$ cat src/include/rcmr_defs.svh
`ifndef RCMR_DEFS_SVH
`define RCMR_DEFS_SVH

// Register addresses on the memory-mapped register bus.
`define RCMR_ADDR_REMAP 32'hffff0220
`define RCMR_ADDR_STATUS 32'hffff0230
`define RCMR_ADDR_CLEAR 32'hffff0234

// Field positions.
`define RCMR_BIT_POR 0
`define RCMR_BIT_WDT 1
`define RCMR_BIT_SW 2
`define RCMR_BIT_EXT 3
`define RCMR_BIT_REMAP 0

// Reset values.
`define RCMR_STATUS_RST 4'h1
`define RCMR_REMAP_RST 1'b0

// Defined memory regions, inclusive bounds.
`define RCMR_REMAP_LO 32'h00000000
`define RCMR_REMAP_HI 32'h00017fff
`define RCMR_SRAM_LO 32'h00040000
`define RCMR_SRAM_HI 32'h000417ff
`define RCMR_FLASH_LO 32'h00080000
`define RCMR_FLASH_HI 32'h00097fff
`define RCMR_MMR_LO 32'hffff0000

// Timing: internal reset pulse length.
`define RCMR_CLK_PERIOD_NS 50
`define RCMR_RST_MIN_NS 200
`define RCMR_RST_CYCLES ((`RCMR_RST_MIN_NS + `RCMR_CLK_PERIOD_NS - 1) / `RCMR_CLK_PERIOD_NS)

`endif

$ cat src/include/rcmr_pkg.sv
`default_nettype none

package rcmr_pkg;
    typedef enum logic [0:0] {
        RCMR_RUN = 1'b0,
        RCMR_RESET = 1'b1
    } rcmr_state_t;
endpackage

`default_nettype wire

$ cat src/hdl/rcmr_sync.sv
`default_nettype none

module rcmr_sync #(
    parameter int WIDTH = 1,
    parameter logic RST_VAL = 1'b0
) (
    input wire logic i_ref_clk, // System clock.
    input wire logic i_nrst, // Asynchronous reset, active low.
    input wire logic [WIDTH-1:0] i_async, // Inputs from outside the clock domain.
    output logic [WIDTH-1:0] o_sync // Synchronised copies.
);
    if (WIDTH < 1) begin : g_bad_width
        $error("rcmr_sync: WIDTH must be at least 1.");
    end

    // The first stage feeds only the second; no logic looks at it.
    genvar g;
    for (g = 0; g < WIDTH; g = g + 1) begin : g_bit
        logic meta_q;
        always_ff @(posedge i_ref_clk or negedge i_nrst) begin
            if (!i_nrst) begin
                meta_q <= RST_VAL;
                o_sync[g] <= RST_VAL;
            end else begin
                meta_q <= i_async[g];
                o_sync[g] <= meta_q;
            end
        end
    end
endmodule

`default_nettype wire

$ cat src/hdl/rcmr_top.sv
// Functional notes
// - Record which of four sources have reset since the last clear.
// - Power-on reset sets cause bit 0.
// - Watchdog timeout sets cause bit 1.
// - External pin reset sets cause bit 3.
// - Writing cause bit 2 triggers software reset.
// - Cause bits 7 to 4 read zero.
// - Clear register ones clear matching cause bits.
// - Clear write keeping bit 2 re-triggers reset.
// - Every reset resets everything; only power-on resets cause register.
// - Power-on SRAM validity follows low-voltage flag.
// - Remap bit maps SRAM at address zero.
// - Any reset restores flash mapping.
// - Unmapped access raises a data abort.
`default_nettype none
`include "rcmr_defs.svh"

module rcmr_top #(
    parameter int RST_CYCLES = `RCMR_RST_CYCLES
) (
    input wire logic i_ref_clk, // System clock, 20 MHz.
    input wire logic i_nrst, // Power-on reset, async, active low.
    input wire logic i_ce, // Clock enable; low freezes all state except the external pin synchroniser.
    input wire logic i_ext_rst_n, // External reset pin, active low.
    input wire logic i_wdt_timeout, // Watchdog timeout pulse.
    input wire logic i_lin_dl_done, // LIN download finished pulse.
    input wire logic i_lvf_enable, // Low-voltage flag enabled.
    input wire logic i_lvf_status, // Low-voltage flag status bit.
    input wire logic [31:0] i_bus_addr, // Core byte address.
    input wire logic i_bus_rd, // Read strobe, one cycle.
    input wire logic i_bus_wr, // Write strobe, one cycle.
    input wire logic [7:0] i_bus_wdata, // Write data.
    output logic [7:0] o_bus_rdata, // Read data, one cycle after strobe.
    output logic o_bus_abort, // Data abort pulse.
    output logic o_sys_rst_n, // System reset tree, active low.
    output logic o_remap_sram, // High: SRAM mapped at address zero.
    output logic o_sram_valid // SRAM contents survived the last reset.
);
    // The reload counter is eight bits wide, so longer pulses cannot be served.
    if (RST_CYCLES < 1 || RST_CYCLES > 255) begin : g_bad_rst_cycles
        $error("rcmr_top: RST_CYCLES must be 1 to 255.");
    end

    rcmr_pkg::rcmr_state_t state_q;
    logic [7:0] cnt_q;
    logic [3:0] status_q;
    logic lin_dl_q;
    logic por_eval_q;
    logic ext_n_sync;
    logic run;
    logic acc;
    logic mapped;
    logic wr_status;
    logic wr_clear;
    logic wr_remap;
    logic sw_req;
    logic [3:0] set_vec;
    logic [3:0] clr_vec;
    logic trigger;

    rcmr_sync #(
        .WIDTH(1),
        .RST_VAL(1'b1)
    ) u_ext_sync (
        .i_ref_clk(i_ref_clk),
        .i_nrst(i_nrst),
        .i_async(i_ext_rst_n),
        .o_sync(ext_n_sync)
    );

    // Bus requests are ignored while the system reset tree is asserted.
    assign run = (state_q == rcmr_pkg::RCMR_RUN);
    assign acc = run && (i_bus_rd || i_bus_wr);
    assign mapped = (i_bus_addr <= `RCMR_REMAP_HI) ||
                    (i_bus_addr >= `RCMR_SRAM_LO && i_bus_addr <= `RCMR_SRAM_HI) ||
                    (i_bus_addr >= `RCMR_FLASH_LO && i_bus_addr <= `RCMR_FLASH_HI) ||
                    (i_bus_addr >= `RCMR_MMR_LO);
    assign wr_status = run && i_bus_wr && (i_bus_addr == `RCMR_ADDR_STATUS);
    assign wr_clear = run && i_bus_wr && (i_bus_addr == `RCMR_ADDR_CLEAR);
    assign wr_remap = run && i_bus_wr && (i_bus_addr == `RCMR_ADDR_REMAP);

    // A clear write that leaves the software bit set asks for another reset.
    assign sw_req = (wr_status && i_bus_wdata[`RCMR_BIT_SW]) ||
                    (wr_clear && status_q[`RCMR_BIT_SW] &&
                     !i_bus_wdata[`RCMR_BIT_SW]);

    always_comb begin
        set_vec = 4'h0;
        set_vec[`RCMR_BIT_WDT] = run && i_wdt_timeout;
        set_vec[`RCMR_BIT_SW] = sw_req;
        set_vec[`RCMR_BIT_EXT] = run && !ext_n_sync;
        clr_vec = wr_clear ? i_bus_wdata[3:0] : 4'h0;
    end

    assign trigger = |set_vec[3:1];

    // Cause record survives every reset but power-on; a set beats a clear.
    always_ff @(posedge i_ref_clk or negedge i_nrst) begin
        if (!i_nrst) begin
            status_q <= `RCMR_STATUS_RST;
        end else if (i_ce) begin
            status_q <= (status_q & ~clr_vec) | set_vec;
        end
    end

    // Reset pulse: at least RST_CYCLES long, stretched while the pin is held.
    always_ff @(posedge i_ref_clk or negedge i_nrst) begin
        if (!i_nrst) begin
            state_q <= rcmr_pkg::RCMR_RUN;
            cnt_q <= 8'h00;
            o_sys_rst_n <= 1'b0;
        end else if (i_ce) begin
            case (state_q)
                rcmr_pkg::RCMR_RUN: begin
                    o_sys_rst_n <= !trigger;
                    if (trigger) begin
                        state_q <= rcmr_pkg::RCMR_RESET;
                        cnt_q <= 8'(RST_CYCLES - 1);
                    end
                end
                rcmr_pkg::RCMR_RESET: begin
                    if (!ext_n_sync) begin
                        cnt_q <= 8'(RST_CYCLES - 1);
                    end else if (cnt_q == 8'h00) begin
                        state_q <= rcmr_pkg::RCMR_RUN;
                        o_sys_rst_n <= 1'b1;
                    end else begin
                        cnt_q <= cnt_q - 8'h01;
                    end
                end
                default: begin
                    state_q <= rcmr_pkg::RCMR_RUN;
                    o_sys_rst_n <= 1'b1;
                end
            endcase
        end
    end

    // Only bit 0 is stored; reserved bits are dropped, not trusted to be zero.
    always_ff @(posedge i_ref_clk or negedge i_nrst) begin
        if (!i_nrst) begin
            o_remap_sram <= `RCMR_REMAP_RST;
        end else if (i_ce) begin
            if (trigger || !run) begin
                o_remap_sram <= `RCMR_REMAP_RST;
            end else if (wr_remap) begin
                o_remap_sram <= i_bus_wdata[`RCMR_BIT_REMAP];
            end
        end
    end

    // The flag level is sampled one edge after power-on release, never under reset.
    always_ff @(posedge i_ref_clk or negedge i_nrst) begin
        if (!i_nrst) begin
            lin_dl_q <= 1'b0;
            por_eval_q <= 1'b1;
            o_sram_valid <= 1'b0;
        end else if (i_ce) begin
            por_eval_q <= 1'b0;
            if (por_eval_q) begin
                o_sram_valid <= i_lvf_enable && i_lvf_status;
            end else if (trigger) begin
                o_sram_valid <= !lin_dl_q;
            end
            if (trigger) begin
                lin_dl_q <= 1'b0;
            end else if (i_lin_dl_done) begin
                lin_dl_q <= 1'b1;
            end
        end
    end

    // Read answer and abort one cycle after the strobe.
    always_ff @(posedge i_ref_clk or negedge i_nrst) begin
        if (!i_nrst) begin
            o_bus_rdata <= 8'h00;
            o_bus_abort <= 1'b0;
        end else if (i_ce) begin
            o_bus_abort <= acc && !mapped;
            if (run && i_bus_rd) begin
                case (i_bus_addr)
                    `RCMR_ADDR_STATUS: o_bus_rdata <= {4'h0, status_q};
                    `RCMR_ADDR_REMAP: o_bus_rdata <= {7'h00, o_remap_sram};
                    default: o_bus_rdata <= 8'h00;
                endcase
            end
        end
    end

    // Length of the current low phase of the reset tree, for the pulse check only.
    logic [8:0] low_len_q;
    always_ff @(posedge i_ref_clk or negedge i_nrst) begin
        if (!i_nrst) begin
            low_len_q <= 9'h000;
        end else if (i_ce) begin
            if (o_sys_rst_n) begin
                low_len_q <= 9'h000;
            end else if (low_len_q != 9'h1ff) begin
                low_len_q <= low_len_q + 9'h001;
            end
        end
    end
endmodule

`default_nettype wire

$ cat config.mk
export PLATFORM = sky130hd
export DESIGN_NAME = rcmr_top
export DESIGN_NICKNAME = d
export VERILOG_FILES = /design/src/include/rcmr_pkg.sv /design/src/hdl/rcmr_sync.sv /design/src/hdl/rcmr_top.sv
export VERILOG_INCLUDE_DIRS = /design/src /design/src/include
export SDC_FILE = /design/constraint.sdc
export NUM_CORES = 1
export LEC_CHECK = 0
export ABC_CLOCK_PERIOD_IN_PS = 2200
export BUFFER_PORTS_ARGS = -buffer_cell sky130_fd_sc_hd__buf_2
export CAP_MARGIN = 20
export CORE_ASPECT_RATIO = 2
export CORE_UTILIZATION = 44
export CTS_BUF_LIST = sky130_fd_sc_hd__clkbuf_8
export DETAILED_ROUTE_END_ITERATION = 6
export GPL_TIMING_DRIVEN = 0
export MAX_ROUTING_LAYER = met4
export PLACE_DENSITY = 0.77
export SYNTH_ARGS = -nofsm -noshare
export SYNTH_HDL_FRONTEND = slang
export SYNTH_SLANG_ARGS = --single-unit
$ cat constraint.sdc
create_clock -name i_ref_clk -period 2.2 [get_ports i_ref_clk]
set_clock_uncertainty 0.15 [all_clocks]
set_input_delay 0.44 -clock i_ref_clk [delete_from_list [all_inputs] [get_ports i_ref_clk]]
set_output_delay 0.44 -clock i_ref_clk [all_outputs]
set_load 0.005 [all_outputs]
==> impl_metrics.prom <==
# TYPE chip_impl_metric gauge
chip_impl_metric{name="r2r_slack",unit="ns"} 0.01
chip_impl_metric{name="cts.reportedPaths.clkPinSlew",unit="ns"} 0.08
chip_impl_metric{name="diodes",unit=""} 0
chip_impl_metric{name="p_switching",unit="mW"} 0.416
chip_impl_metric{name="cp_data_required_time",unit="ns"} 2.22
chip_impl_metric{name="synth.distinct_cells",unit=""} 45
chip_impl_info{name="violations",value="hold timing, setup timing"} 1
chip_impl_metric{name="floorplan.io_pins",unit=""} 62
chip_impl_metric{name="synthCells",unit=""} 160
chip_impl_metric{name="grt_max_degree",unit=""} 26
chip_impl_metric{name="detail-route-antenna-nets",unit=""} 0
chip_impl_metric{name="layoutNonFillerInstCount",unit=""} 265
chip_impl_info{name="launching_element_of_the_worst_setup_path",value="i_bus_addr[1]"} 1
chip_impl_metric{name="floorplan.die.width",unit="microns"} 42.9
chip_impl_metric{name="finalNetCount",unit=""} 286
chip_impl_metric{name="final.min_clock_period",unit="ns"} 2.25
chip_impl_metric{name="wire_length_of_the_first_global_routing_pass",unit="mm"} 6.82
chip_impl_metric{name="dieHeight",unit="microns"} 83.9
chip_impl_metric{name="drt-total-wl",unit="mm"} 4.24
chip_impl_metric{name="maxCapViolations",unit=""} 0
chip_impl_metric{name="setup_ws",unit="ns"} -0.0488
chip_impl_metric{name="yosys_warnings",unit=""} 0
chip_impl_metric{name="overall_die_area",unit="sq mm"} 0.00360
chip_impl_metric{name="cts.path.max_buffers",unit=""} 2
chip_impl_metric{name="tightest_slew",unit="ns"} 0.563
chip_impl_metric{name="h-tree-depth",unit=""} 1
chip_impl_metric{name="synth-edff-count",unit=""} 0
chip_impl_metric{name="clock_sinks",unit=""} 25
chip_impl_metric{name="comb_power_share",unit=""} 0.324
chip_impl_info{name="hold_path_class",value="in -> async"} 1
chip_impl_metric{name="power_density",unit="mW/mm^2"} 621
chip_impl_metric{name="cp_slowest_stage_delay",unit="ns"} 0.57
chip_impl_info{name="endpoint_kind",value="flip-flop"} 1
chip_impl_metric{name="power.internal",unit="mW"} 0.855
chip_impl_metric{name="gp_routability_congestion",unit=""} 0.951
chip_impl_metric{name="rows",unit=""} 29
chip_impl_metric{name="synth_seq_area_share",unit=""} 0.427
chip_impl_info{name="r2r-start",value="cnt_q[1]"} 1
chip_impl_metric{name="leakage",unit="nW"} 0.989
chip_impl_metric{name="rr_worst_depth",unit=""} 8
chip_impl_metric{name="place.detailed.instances",unit=""} 246
chip_impl_metric{name="power.clock.fraction",unit=""} 0.215
chip_impl_info{name="critical-path-slowest-cell",value="sky130_fd_sc_hd__or4_4"} 1
chip_impl_info{name="crit_path_cell_trace",value="buf_6 -> or4_4 -> nor4_4 -> a31oi_4 -> and3_4 -> or3_1 -> a22o_1"} 1
chip_impl_metric{name="worstPathMaxFanout",unit=""} 3
chip_impl_metric{name="dp_slack",unit="ns"} -0.438
chip_impl_info{name="timing.critical_path.from_type",value="input pin"} 1
chip_impl_info{name="critPathCapture",value="cnt_q[4]"} 1
chip_impl_info{name="rsz_0062_raised_after_global_routing",value="yes"} 1
chip_impl_metric{name="syn_avg_cell_area",unit="sq um"} 9.22
chip_impl_metric{name="syn-cell-area",unit="sq mm"} 0.00148
chip_impl_info{name="clock_tree_from_tritoncts",value="yes"} 1
chip_impl_info{name="synthFlopType",value="sky130_fd_sc_hd__dfrtp_1"} 1
chip_impl_metric{name="switching_share",unit=""} 0.327
chip_impl_metric{name="final_layout_size_suffix_gt1_frac",unit=""} 0.444
chip_impl_metric{name="design_power_total",unit="mW"} 1.27
chip_impl_metric{name="area_added_between_synthesis_and_finish",unit="%"} 38.8
chip_impl_metric{name="worstPathArrival",unit="ns"} 2.27
chip_impl_metric{name="grt_pass1_vias",unit=""} 1586
chip_impl_metric{name="sequentialPowerShare",unit=""} 0.462
chip_impl_metric{name="final_routed_wire_length_divided_by_cell_count",unit="microns"} 16.0
chip_impl_metric{name="detail_route.drc_violations",unit=""} 0
chip_impl_info{name="clk_root_buffer_cell",value="sky130_fd_sc_hd__clkbuf_8"} 1
chip_impl_metric{name="detail_route.first_pass.iterations",unit=""} 4
chip_impl_metric{name="clock_latency",unit="ns"} 0.27
chip_impl_metric{name="cts_made_buffers",unit=""} 3
chip_impl_metric{name="vias",unit=""} 1558
chip_impl_info{name="result_of_the_run",value="finished, violations left"} 1
chip_impl_metric{name="timing.final.max_slew_violations",unit=""} 0
chip_impl_metric{name="floorplan.initialDensity",unit=""} 0.462
chip_impl_info{name="r2r_end",value="cnt_q[0]"} 1
chip_impl_metric{name="postSynth.asyncResetShare",unit=""} 1.00
chip_impl_metric{name="final_hold_viol_count",unit=""} 3
chip_impl_metric{name="setup-violations-final",unit=""} 1
chip_impl_metric{name="detail_route.iter0.violations",unit=""} 34
chip_impl_metric{name="core_region_area",unit="sq mm"} 0.00319
chip_impl_metric{name="portBuffers",unit=""} 52
chip_impl_metric{name="fin_tns_setup",unit="ns"} -0.0488
chip_impl_metric{name="dp.final_hpwl",unit="mm"} 3.11
chip_impl_metric{name="global_route.overflow_total",unit=""} 0
chip_impl_metric{name="fin_worst_hold_slack",unit="ns"} -0.000541
chip_impl_metric{name="antenna_found_initial",unit=""} 0
chip_impl_metric{name="max-slew-margin-rel",unit=""} 0.625
chip_impl_info{name="worstSetupPathType",value="in -> reg"} 1
chip_impl_metric{name="maxClockFrequency",unit="GHz"} 0.445
chip_impl_metric{name="timing.final.crit_share",unit=""} 1.02
chip_impl_metric{name="route.detailed.vias_per_inst",unit=""} 5.88
chip_impl_metric{name="max-vdd-ir-drop",unit="uV"} 543
chip_impl_metric{name="yosys_register_bits",unit=""} 25
chip_impl_metric{name="globalRouteTotalUtil",unit=""} 0.253
## timing repair
action | 4_1_cts | 5_1_grt
hold buffers | 0 | 0
setup buffers | 8 | 8
pin swaps | 2 | 10
endpoints found under the hold margin | 0 | 0
endpoints found under the setup margin | 7 | 12
resized for setup | 9 | 9
## registers in the layout, indices dropped and copies added, names as in the netlist
signal and cells:
o_remap_sram 1, por_eval_q 1, u_ext_sync.o_sync 1, o_sram_valid 1, o_bus_abort 1, u_ext_sync.g_bit.meta_q 1
o_sys_rst_n 1, state_q 1, status_q 4, o_bus_rdata 4, cnt_q 8, lin_dl_q 1
## power groups by stage
| stage | sequential [mW] | combinational [mW] | clock (mW) |
|---|---|---|---|
| after floorplan | 0.583 | 0.185 | 0 |
| after global placement | 0.591 | 0.298 | 0 |
| after detailed placement | 0.594 | 0.305 | 0 |
| after CTS | 0.586 | 0.336 | 0.280 |
| after global routing | 0.599 | 0.449 | 0.296 |
| final | 0.587 | 0.411 | 0.273 |
## through the flow
stage           util  hold slack (ns)  cell area (sq um)
4_1_cts        0.614          0.00762               1960
6_report       0.641        -0.000541               2050
2_1_floorplan      -         -0.00559               1510
5_1_grt        0.641           0.0375               2050
3_5_place_dp   0.567            0.201               1810
3_3_place_gp   0.567            0.196               1810
## cell usage in the layout (no fill, tap or decap), drive strengths merged, types with 2 or more instances in the layout
| cell type | instances |
|---|---|
| nor2b | 2 |
| nor2 | 11 |
| buf | 72 |
| or4b | 2 |
| nor3 | 3 |
| clkbuf | 4 |
| and4 | 3 |
| a22o | 4 |
| inv | 8 |
| dfstp | 4 |
| a41oi | 2 |
| nor4 | 7 |
| a21oi | 8 |
| mux2i | 2 |
| o31ai | 4 |
| dfrtp | 21 |
| and3 | 2 |
| a21boi | 2 |
| conb | 4 |
| nand3 | 9 |
| o21ai | 14 |
| nand2 | 20 |
| or3 | 2 |
| nand4 | 7 |
## cells by family after synthesis
logic type      count (synthesis)  synth area share
flops                          25             0.427
fa+ha+maj                       1           0.00848
compound gates                 41             0.187
mux                             2            0.0136
other cells                     1           0.00254
simple gates                   75             0.302
buf+inv                        15            0.0585
## metal layers
layer,up-vias,wire length [microns],global-route usage,share of wire
met1,735,1470,0.249,0.35
met3,13,256,0.0260,0.060
met2,72,2330,0.453,0.55
met5,-,0,-,0
li1,738,-,-,-
met4,0,184,0.149,0.043
## cells in the mapped netlist (2+ instances only)
cell type                   n  share of area
sky130_fd_sc_hd__clkbuf_1   2         0.0051
sky130_fd_sc_hd__a21oi_1    8          0.027
sky130_fd_sc_hd__nand3_1    9          0.031
sky130_fd_sc_hd__nor4_1     5          0.021
sky130_fd_sc_hd__nor2b_1    2         0.0085
sky130_fd_sc_hd__mux2i_1    2          0.014
sky130_fd_sc_hd__inv_1      8          0.020
sky130_fd_sc_hd__nand2_1   20          0.051
sky130_fd_sc_hd__nor3_1     3          0.010
sky130_fd_sc_hd__dfrtp_1   21           0.36
sky130_fd_sc_hd__nand4_1    7          0.030
sky130_fd_sc_hd__dfstp_2    4          0.071
sky130_fd_sc_hd__or4b_2     2          0.014
sky130_fd_sc_hd__a41oi_1    2          0.012
sky130_fd_sc_hd__buf_4      4          0.020
sky130_fd_sc_hd__nor2_1    11          0.028
sky130_fd_sc_hd__o31ai_1    4          0.020
sky130_fd_sc_hd__a21boi_0   2          0.010
sky130_fd_sc_hd__o21ai_0   13          0.044
sky130_fd_sc_hd__and4_1     3          0.018
sky130_fd_sc_hd__a22o_1     4          0.024
## critical path: cells and delay by family
family / cells / cell delay (ns)
and+or+nand+nor: 4 / 1.38
AOI/OAI and AO/OA: 2 / 0.37
buffers and inverters: 1 / 0.09
## layout make-up
class | count | area (sq um)
Fill cell | 285 | 1140
Timing Repair Buffer | 68 | 390
Inverter | 8 | 30.0
Buffer | 6 | 52.6
Tap cell | 31 | 38.8
Clock inverter | 1 | 5.00
Sequential cell | 25 | 632
Multi-Input combinational cell | 123 | 858
Clock buffer | 3 | 41.3
## worst min path at each step
| stage | start | end | slack, ns | depth (start not counted) |
|---|---|---|---|---|
| final | i_nrst | o_sram_valid | -0.0005 | 1 |
| after global routing | i_nrst | o_sram_valid | 0.04 | 1 |
| after CTS | i_nrst | o_sram_valid | 0.008 | 1 |
| after detailed placement | u_ext_sync.g_bit[0].meta_q | u_ext_sync.o_sync | 0.20 | 0 |
| after global placement | u_ext_sync.g_bit[0].meta_q | u_ext_sync.o_sync | 0.20 | 0 |
| after floorplan | i_nrst | cnt_q[0] | -0.006 | 0 |
Note: power is estimated with default switching activity, not from simulation.
